$ cat src/logic/kwu_params.svh
// What this block does
// RULE_01: pin joins unit only when connect bit set
// RULE_02: eight pins, upper four polarity selectable
// RULE_03: edges need prior deasserted level, bus clock
// RULE_04: falling edge is one then zero
// RULE_05: rising edge is zero then one
// RULE_06: polarity bits 7:4, one means rising/high
// RULE_07: style bit 0, one adds level sensing
// RULE_08: level style sets flag on fresh assertion
// RULE_09: level style holds flag while pin asserted
// RULE_10: stop mode bypasses clocked edge detection
// RULE_11: interrupt when flag and enable bit 1
// RULE_12: clear bit 2 write-only, reads zero
// RULE_13: flag bit 3 read-only, set by events
// RULE_14: edge style clear always wins; code lets a same-cycle edge or level set win
// RULE_15: software clears flag before stop mode
// RULE_16: connected pins are forced to input
// RULE_17: pins synchronised, events ORed together
`ifndef KWU_PARAMS_SVH
`define KWU_PARAMS_SVH
// word byte addresses
`define KWU_ADDR_W 4
`define KWU_OFS_SC 4'h0
`define KWU_OFS_PE 4'h4
`define KWU_OFS_IST 4'h8
`define KWU_OFS_IMSK 4'hc
// status/control field positions
`define KWU_BIT_MOD 0
`define KWU_BIT_IE 1
`define KWU_BIT_ACK 2
`define KWU_BIT_FLAG 3
`define KWU_EDG_LO 4
`define KWU_EDG_HI 7
// status/mask bit positions
`define KWU_IST_EVT 0
`define KWU_IST_WAKE 1
// reset values and pin count
`define KWU_RST_SC 4'h0
`define KWU_RST_PE 8'h00
`define KWU_NPINS 8
`endif

$ cat src/logic/kwu_pkg.sv
package kwu_pkg;
  // bus slave phase, one-hot
  typedef enum logic [1:0] {
    KWU_IDLE = 2'b01,
    KWU_RESP = 2'b10
  } kwu_bus_st_t;
endpackage

$ cat src/logic/kwu_sync.sv
// two-stage synchroniser per bit; stage one feeds stage two only
module kwu_sync (
  input wire logic clk_i,
  input wire logic arst_n_i,
  input wire logic ce_i,
  input wire logic [7:0] d_i,
  output logic [7:0] q_o
);
  logic [7:0] meta; // first stage, read only by second
  // pins idle high after reset, so no false fall on release
  always_ff @(posedge clk_i or negedge arst_n_i) begin
    if (!arst_n_i) begin
      meta <= 8'hff;
      q_o <= 8'hff;
    end else if (ce_i) begin
      meta <= d_i;
      q_o <= meta;
    end
  end
endmodule

$ cat src/logic/kwu_top.sv
// Implementation choices: the Avalon-MM interface to the registers and the address map.
`include "kwu_params.svh"
// keypad wake unit with avalon-mm register slave
module kwu_top (
  input wire logic CLK_I,
  input wire logic ARST_N_I,
  input wire logic CE_I,
  input wire logic [`KWU_ADDR_W-1:0] AVS_ADDRESS_I,
  input wire logic AVS_READ_I,
  input wire logic AVS_WRITE_I,
  input wire logic [31:0] AVS_WRITEDATA_I,
  input wire logic [3:0] AVS_BYTEENABLE_I,
  output logic [31:0] AVS_READDATA_O,
  output logic AVS_WAITREQUEST_O,
  output logic [1:0] AVS_RESPONSE_O,
  input wire logic [7:0] KEY_PIN_I,
  input wire logic STOP_MODE_I,
  output logic [7:0] PIN_FORCE_INPUT_O,
  output logic WAKE_O,
  output logic KEY_IRQ_O,
  output logic IRQ_O
);
  // registers
  logic [7:0] pin_connect_register; // per-pin connect bits
  logic [3:0] edge_polarity_select; // upper four pins
  logic detect_style_select; // 0 edge only, 1 edge and level
  logic key_irq_enable;
  logic key_event_flag;
  logic [1:0] irq_status; // sticky event causes
  logic [1:0] irq_mask;

  // synchronised pins
  logic [7:0] pin_sync;
  kwu_sync u_sync (
    .clk_i(CLK_I),
    .arst_n_i(ARST_N_I),
    .ce_i(CE_I),
    .d_i(KEY_PIN_I),
    .q_o(pin_sync)
  ); // RULE_17

  // asserted level per pin: low for lower four, per polarity above
  function automatic logic [7:0] asserted_of(input logic [7:0] lvl, input logic [3:0] pol);
    asserted_of = {lvl[7:4] ~^ pol, ~lvl[3:0]}; // RULE_02 RULE_06
  endfunction

  logic [7:0] asserted_now; // enabled and asserted this cycle
  logic [7:0] asserted_raw; // unsynchronised, for stop-mode wake
  logic [7:0] prev_deasserted; // enabled pin seen deasserted last cycle
  logic [7:0] edge_hit;
  logic any_edge;
  logic any_level;
  logic ack_write;
  logic next_flag;

  assign asserted_now = asserted_of(pin_sync, edge_polarity_select)
    & pin_connect_register; // RULE_01
  assign asserted_raw = asserted_of(KEY_PIN_I, edge_polarity_select)
    & pin_connect_register;

  // last-cycle deasserted state; a pin newly connected while asserted
  // must first be seen deasserted before it can make an edge
  always_ff @(posedge CLK_I or negedge ARST_N_I) begin
    if (!ARST_N_I) begin
      prev_deasserted <= 8'h00;
    end else if (CE_I) begin
      prev_deasserted <= ~asserted_of(pin_sync, edge_polarity_select)
        & pin_connect_register; // RULE_03
    end
  end

  // one-then-zero (fall) or zero-then-one (rise) per polarity
  assign edge_hit = prev_deasserted & asserted_now; // RULE_04 RULE_05
  assign any_edge = |edge_hit; // RULE_17
  assign any_level = |asserted_now;

  // bus slave: one wait cycle, answer in RESP
  kwu_pkg::kwu_bus_st_t bus_st;
  logic req;
  logic hit_sc;
  logic hit_pe;
  logic hit_ist;
  logic hit_imsk;
  assign req = AVS_READ_I | AVS_WRITE_I;
  assign hit_sc = AVS_ADDRESS_I == `KWU_OFS_SC;
  assign hit_pe = AVS_ADDRESS_I == `KWU_OFS_PE;
  assign hit_ist = AVS_ADDRESS_I == `KWU_OFS_IST;
  assign hit_imsk = AVS_ADDRESS_I == `KWU_OFS_IMSK;
  // waitrequest low only in the answer cycle
  assign AVS_WAITREQUEST_O = !(bus_st == kwu_pkg::KWU_RESP);

  logic wr_en; // write takes effect at the answering edge
  logic wr_b0; // low byte lane enabled
  assign wr_en = CE_I && AVS_WRITE_I && (bus_st == kwu_pkg::KWU_RESP);
  assign wr_b0 = AVS_BYTEENABLE_I[0];
  assign ack_write = wr_en && wr_b0 && hit_sc && AVS_WRITEDATA_I[`KWU_BIT_ACK]; // RULE_12

  // bus phase machine
  always_ff @(posedge CLK_I or negedge ARST_N_I) begin
    if (!ARST_N_I) begin
      bus_st <= kwu_pkg::KWU_IDLE;
    end else if (CE_I) begin
      case (bus_st)
        kwu_pkg::KWU_IDLE: if (req) bus_st <= kwu_pkg::KWU_RESP;
        kwu_pkg::KWU_RESP: bus_st <= kwu_pkg::KWU_IDLE;
        default: bus_st <= kwu_pkg::KWU_IDLE;
      endcase
    end
  end

  // control register writes
  always_ff @(posedge CLK_I or negedge ARST_N_I) begin
    if (!ARST_N_I) begin
      pin_connect_register <= `KWU_RST_PE;
      edge_polarity_select <= `KWU_RST_SC;
      detect_style_select <= 1'b0;
      key_irq_enable <= 1'b0;
      irq_mask <= 2'b00;
    end else if (wr_en && wr_b0) begin
      if (hit_sc) begin
        edge_polarity_select <= AVS_WRITEDATA_I[`KWU_EDG_HI:`KWU_EDG_LO]; // RULE_06
        key_irq_enable <= AVS_WRITEDATA_I[`KWU_BIT_IE]; // RULE_11
        detect_style_select <= AVS_WRITEDATA_I[`KWU_BIT_MOD]; // RULE_07
      end
      if (hit_pe) pin_connect_register <= AVS_WRITEDATA_I[7:0]; // RULE_01
      if (hit_imsk) irq_mask <= AVS_WRITEDATA_I[1:0];
    end
  end

  // event flag: set wins over clear; level style holds it
  always_comb begin
    next_flag = key_event_flag;
    if (ack_write) next_flag = 1'b0; // RULE_14
    if (any_edge) next_flag = 1'b1; // RULE_08 RULE_13
    if (detect_style_select && any_level) next_flag = 1'b1; // RULE_09
  end

  // flag freezes with the clock enable; stop-mode wake is combinational
  always_ff @(posedge CLK_I or negedge ARST_N_I) begin
    if (!ARST_N_I) begin
      key_event_flag <= 1'b0;
    end else if (CE_I) begin
      key_event_flag <= next_flag;
    end
  end

  // sticky status: event flag rise and stop-mode wake, write one to clear
  logic flag_rise;
  logic wake_rise;
  logic wake_d;
  assign flag_rise = next_flag && !key_event_flag;
  always_ff @(posedge CLK_I or negedge ARST_N_I) begin
    if (!ARST_N_I) begin
      irq_status <= 2'b00;
      wake_d <= 1'b0;
    end else if (CE_I) begin
      wake_d <= WAKE_O;
      for (int i = 0; i < 2; i++) begin
        if ((i == `KWU_IST_EVT && flag_rise) || (i == `KWU_IST_WAKE && wake_rise))
          irq_status[i] <= 1'b1;
        else if (wr_en && wr_b0 && hit_ist && AVS_WRITEDATA_I[i])
          irq_status[i] <= 1'b0;
      end
    end
  end

  // stop mode: asynchronous level path; clocks may be stopped here
  assign WAKE_O = STOP_MODE_I && (|asserted_raw); // RULE_10
  assign wake_rise = WAKE_O && !wake_d;
  assign KEY_IRQ_O = key_event_flag && key_irq_enable; // RULE_11
  assign IRQ_O = |(irq_status & irq_mask);
  assign PIN_FORCE_INPUT_O = pin_connect_register; // RULE_16

  // read data registered at the request, stands in answer cycle
  always_ff @(posedge CLK_I or negedge ARST_N_I) begin
    if (!ARST_N_I) begin
      AVS_READDATA_O <= 32'h0000_0000;
      AVS_RESPONSE_O <= 2'b00;
    end else if (CE_I && bus_st == kwu_pkg::KWU_IDLE && req) begin
      AVS_READDATA_O <= 32'h0000_0000;
      AVS_RESPONSE_O <= 2'b00;
      if (hit_sc)
        AVS_READDATA_O[7:0] <= {edge_polarity_select, key_event_flag, 1'b0,
          key_irq_enable, detect_style_select}; // RULE_12 RULE_13
      else if (hit_pe) AVS_READDATA_O[7:0] <= pin_connect_register;
      else if (hit_ist) AVS_READDATA_O[1:0] <= irq_status;
      else if (hit_imsk) AVS_READDATA_O[1:0] <= irq_mask;
      else AVS_RESPONSE_O <= 2'b10; // unmapped: slave error
    end
  end
endmodule

$ cat config.mk
export PLATFORM = sky130hd
export DESIGN_NAME = kwu_top
export DESIGN_NICKNAME = d
export VERILOG_FILES = /design/src/logic/kwu_pkg.sv /design/src/logic/kwu_sync.sv /design/src/logic/kwu_top.sv
export VERILOG_INCLUDE_DIRS = /design/src /design/src/logic
export SDC_FILE = /design/constraint.sdc
export NUM_CORES = 1
export LEC_CHECK = 0
export ABC_AREA = 1
export ABC_CLOCK_PERIOD_IN_PS = 2600
export BUFFER_PORTS_ARGS = -buffer_cell sky130_fd_sc_hd__buf_4
export CAP_MARGIN = 25
export CORE_MARGIN = 2
export CORE_UTILIZATION = 23
export DETAILED_ROUTE_END_ITERATION = 16
export GPL_TIMING_DRIVEN = 0
export PLACE_DENSITY_LB_ADDON = 0.25
export SLEW_MARGIN = 0
export SYNTH_ARGS = -nofsm -noshare
export SYNTH_HDL_FRONTEND = slang
export SYNTH_HIERARCHICAL = 1
export SYNTH_SLANG_ARGS = --single-unit
$ cat constraint.sdc
create_clock -name CLK_I -period 2.6 [get_ports CLK_I]
set_input_delay 0.52 -clock CLK_I [delete_from_list [all_inputs] [get_ports CLK_I]]
set_output_delay 0.52 -clock CLK_I [all_outputs]
set_load 0.02 [all_outputs]
### Word level (Yosys, flattened, before mapping)

Cells that the tools add are included.

| cells by class | value |
|---|---|
| eq/ne operators | 6 |
| mux-type cells | 18 |
| bitwise gates (word level) | 11 |
| reductions and logical operators | 31 |

Operator list:

| kind | number |
|---|---|
| $and 8x8->8 | 4 |
| $reduce_or 8->1 | 3 |
| $mux 2 | 9 |
| $logic_and 1x1->1 | 15 |
| $reduce_and 2->1 | 6 |
| $eq 4x4->1 const B | 2 |
| $mux 8 | 1 |
| $not 4->4 | 2 |
| $not 8->8 | 1 |
| $xnor 4x4->4 | 2 |
| $mux 1 | 7 |
| $mux 6 | 1 |
| $eq 4x3->1 const B | 1 |
| $logic_not 4->1 | 1 |
| $reduce_bool 2->1 | 2 |
| $logic_not 1->1 | 3 |
| $and 2x2->2 | 1 |
| $eq 2x1->1 const B | 1 |
| $eq 2x2->1 const B | 1 |
| $ne 2x2->1 const B | 1 |
| $reduce_or 2->1 | 1 |
| $or 1x1->1 | 1 |

| storage, ports and cells | value |
|---|---|
| bits in registers | 56 |
| logic and storage cells | 81 |

### Longest topological paths before layout

| logic depth | value |
|---|---|
| depth in word-level cells | 11 |
| mapped depth | 11 |

### By module

Netlist, hierarchy kept.

Modules (own cells, without submodules):

| module | times used | cells an instance | area an instance (um^2) | sequential area each (um^2) |
|---|---|---|---|---|
| kwu_top | 1 | 296 | 2,313.5 | 977.2 |
| kwu_sync | 1 | 68 | 696.9 | 420.4 |

### Worst setup path after synthesis

Ideal clock, no wire load.

| path | value |
|---|---|
| path kind | reg2out |
| from | register pin_connect_register[2], in the netlist PIN_FORCE_INPUT_O[2] |
| to | output port WAKE_O |
| arrival time | 1.104 ns |
| data required time | 2.080 ns |
| setup slack | 0.976 ns |
| stages on the path, launching flop included | 6 |
| cell sequence | dfrtp_1 inv_1 o21ai_0 nor2_1 nand3_1 and2_1 |

| between the ends | value |
|---|---|
| cells in the longest elaborated chain, start to end | 3 |

Ends and longest elaborated chain:

| element | RTL line | text |
|---|---|---|
| start: declaration | kwu_top.sv:24 | `logic [7:0] pin_connect_register;` |
| start signal: assignment | kwu_top.sv:114 | `` pin_connect_register <= `KWU_RST_PE; `` |
| start signal: assignment | kwu_top.sv:125 | `if (hit_pe) pin_connect_register <= AVS_WRITEDATA_I[7:0];` |
| $and 8x8->8 | kwu_top.sv:59 | `& pin_connect_register;` |
| $reduce_or 8->1 | kwu_top.sv:168 | `assign WAKE_O = STOP_MODE_I && (\|asserted_raw);` |
| $logic_and 1x1->1 | kwu_top.sv:168 |  |
| end: declaration | kwu_top.sv:19 | `output logic WAKE_O,` |

Every way passes these cells.

### Final worst setup path

| path | value |
|---|---|
| from | register pin_connect_register[3], in the netlist PIN_FORCE_INPUT_O[3] |
| to | output port WAKE_O |

The elaborated chain is that of the path after synthesis.

==> metrics.log <==
[metrics] Worst Path Required: between 2 and 2.5 ns
[metrics] Top-Level Pins: 100
[metrics] total clock buffers created by CTS: 5
[metrics] fraction of registers with async set or reset after synthesis: 1.000
[metrics] H-tree lvl count: 2
[metrics] overflow left after global routing: 0
[metrics] portion of the clock cycle consumed by the worst path in the final layout: 0.8319
[metrics] highest clock rate: 0.4623 GHz
[metrics] number of enable flip-flop cells after synthesis: 0
[metrics] post-synthesis sequential element count: 55
[metrics] final weighted congestion of routability-driven global placement: slightly above 0.8
[metrics] DRC violations left: 0
[metrics] height of the chip: 118.4 µm
[metrics] vias in the first global route: 2394
[metrics] first drt pass iteration count: 4
[metrics] power per cell area: around 560 nW/µm²
[metrics] most frequently used cell type in the post-synthesis netlist: sky130_fd_sc_hd__nand2_1
[metrics] vias post-DR: 2423
[metrics] sum of negative setup slack: 0 ns
[metrics] num rows: 41
[metrics] Worst Max-Slew Pin Slew: ~0.74 ns
[metrics] gate count of the mapped netlist: about 360
[metrics] global-route wire length before repair: between 10 and 15 mm
[metrics] Routed WL per cell: ~12 µm
[metrics] post-synth top area cell: sky130_fd_sc_hd__dfrtp_1
[metrics] arrival time at the worst endpoint: 1.64 ns
[metrics] cells taking the most area after synthesis: sky130_fd_sc_hd__dfrtp_1, sky130_fd_sc_hd__dfstp_2, sky130_fd_sc_hd__nand2_1
[metrics] post-route non-filler standard cell count: 614
[metrics] WS Path Type: flip-flop to output pin
[metrics] count of buffers from port buffering: between 40 and 50
[metrics] max-slew headroom at the worst pin: 0.5100
[metrics] standard cell core area: between 10000 and 15000 µm²
[metrics] CTS resizes: 0
[metrics] final count of pins violating max slew: 0
[metrics] maximum number of pins on one net before global-route repair: 56
[metrics] Worst-path clk slew: 0.07 ns
[metrics] crit path time final: approximately 2.2 ns
[metrics] Synth Flop Type: sky130_fd_sc_hd__dfrtp_1
[metrics] number of DRC markers after the initial detailed-route iteration: 106
[metrics] unrepaired setup endpoints after global routing: false
[metrics] CTS Root Cell: sky130_fd_sc_hd__clkbuf_16
[metrics] top cells by instance count after synthesis: sky130_fd_sc_hd__nand2_1, sky130_fd_sc_hd__inv_1, sky130_fd_sc_hd__dfrtp_1
[metrics] CTS tree: built
[metrics] min-delay worst type: primary input to async pin
[metrics] growth of design area from synthesis to finish: 26.93%
[metrics] nets@finish: 495
[metrics] FF-to-FF setup slack: 1.17 ns
[metrics] count of unique library cells instantiated by Yosys: 36
[metrics] Syn Std Cell Area: approximately 3000 µm²
[metrics] area post-placement: 3661 µm²
[metrics] share of Yosys cell area claimed by the top area cell type: 0.3159
[metrics] remaining number of nets flagged by the antenna check after routing: 0
[metrics] latest clock arrival within the worst-skew pair: around 0.29 ns
[metrics] Clock Sink Count: between 50 and 60
[metrics] starting density of the core: 0.2366
[metrics] post-detailed-placement half-perimeter wirelength: approximately 5.7 mm
[metrics] number of hold violations in the final report: 0
[metrics] Global Route Usage Sum: 0.1116
[metrics] via/cell ratio: roughly 3.9
[metrics] total instance count after detailed placement: between 600 and 700
[metrics] Post-CTS Hold Buffers: 0
[metrics] post-route design area: 3821 µm²
[metrics] reported leakage power: 0.001916 µW
[metrics] worst clock skew on the final layout: between 0.004 and 0.005 ns
[metrics] # diodes: 0
[metrics] average cell area after synthesis: 8.270 µm²
[metrics] Detailed Route WL: approximately 7.4 mm
[metrics] share of the yosys chip area belonging to registers: 0.4643
[metrics] number of antenna violations at the first check in global routing: 0
[metrics] fraction of final layout cells with drive strength greater than 1: 0.3326
[metrics] Tot Pwr: approximately 2100 µW
[metrics] number of failing setup endpoints in the final timing report: 0
[metrics] FF-to-FF Start: bus_st[0]
[metrics] Reg2Reg Capture Point: irq_status[0]
[metrics] critical path capture point type: output pin
[metrics] DIE AREA: 14020 µm²
[metrics] post-CTS setup-driven buffer insertion count: 0
[metrics] run status: complete, no violations
[metrics] Syn. warnings: 6
[metrics] worst IR drop on VDD: 0.2272 mV
[metrics] Max-Cap Viols: 0
[metrics] startpoint kind of the worst setup timing path: flip-flop
[metrics] number of buffers on the longest clock path: 2
[metrics] critical path fanouts, max: 5
[metrics] Die Wd: about 120 µm
[metrics] R2R cell count: 8
-- stage by stage --
step / hold slack (ns) / setup slack (ns) / utilization
floorplan: 0.2244 / 0.9763 / -
global placement: 0.4488 / 0.6016 / 0.2878
detailed placement: 0.4547 / 0.5982 / 0.2878
CTS: 0.3137 / 0.3932 / 0.3004
global route: 0.3372 / 0.3267 / 0.3004
finish: 0.2887 / 0.4370 / 0.3004
-- power breakdown --
part | leakage, µW | internal [µW] | switching [µW]
logic | 0.00116 | 173 | 254
registers | 0.000680 | 949 | 57.1
clock network | 0.0000761 | 410 | 306
total | 0.00192 | 1530 | 617
-- worst max path at each step --
stage / startpoint / end / slack (ns) / depth (start not counted)
after floorplan: PIN_FORCE_INPUT_O[2] / WAKE_O / 0.98 / 5
after CTS: PIN_FORCE_INPUT_O[0] / WAKE_O / 0.39 / 6
final: PIN_FORCE_INPUT_O[3] / WAKE_O / 0.44 / 6
after detailed placement: KEY_PIN_I[1] / WAKE_O / 0.60 / 8
after global routing: PIN_FORCE_INPUT_O[3] / WAKE_O / 0.33 / 6
after global placement: KEY_PIN_I[1] / WAKE_O / 0.60 / 8
-- state kept, by name (all words and copies together), names as in the netlist --
name                  count
key_irq_enable            1
detect_style_select       1
bus_st                    2
prev_deasserted           8
AVS_RESPONSE_O            1
edge_polarity_select      4
irq_status                2
AVS_READDATA_O            8
key_event_flag            1
u_sync/q_o                8
irq_mask                  2
u_sync/meta               8
PIN_FORCE_INPUT_O         8
wake_d                    1
-- cell usage in the layout, fill, tap and decap left out, drive strengths merged, types with 2 or more instances in the layout --
cell	Yosys	layout
nand3	23	23
nor2	15	15
nand2	132	132
o31ai	8	8
a21oi	7	7
dfrtp	38	38
o21ai	28	28
dfstp	17	17
o22ai	5	5
inv	45	45
buf	32	78
conb	1	25
clkbuf	1	8
nor3	2	2
-- final cells by class --
cell class | instances | area, µm²
inverters | 46 | 180.2
well taps | 172 | 215.2
plain buffers | 33 | 269.0
clock buffers | 7 | 152.6
repair buffers | 46 | 345.3
fillers | 1405 | 8901
flip-flops and latches | 55 | 1398
multi-input cells | 254 | 1254
clock inverters | 1 | 7.507
-- cell families (layout without fill, tap and decap cells) --
family                    count (synthesis)  in the layout  share of synthesized area
xor gates and xnor gates                  1              1                   0.002910
and+or+nand+nor                         175            175                     0.2627
DFF                                      55             55                     0.4643
other                                     1             25                   0.001246
buffers and inverters                    79            133                     0.1492
muxes                                     1              1                   0.003740
AOI/OAI and AO/OA                        52             52                     0.1160
-- critical path, stage by stage, from the launching register on --
cell,delay [ns]
sky130_fd_sc_hd__dfrtp_1,0.44
sky130_fd_sc_hd__inv_1,0.16
sky130_fd_sc_hd__o22ai_1,0.10
sky130_fd_sc_hd__nor2_1,0.15
sky130_fd_sc_hd__nand3_1,0.17
sky130_fd_sc_hd__and2_1,0.18
sky130_fd_sc_hd__buf_4,0.15
-- metal layers --
metal | global-route usage | share of wire | up-vias
met4 | 0.02753 | 0.011 | 0
met5 | 0 | 0 | -
met2 | 0.1720 | 0.44 | 63
li1 | - | - | 1248
met1 | 0.1602 | 0.50 | 1103
met3 | 0.02172 | 0.048 | 9
(Power assumes the default switching activity.)
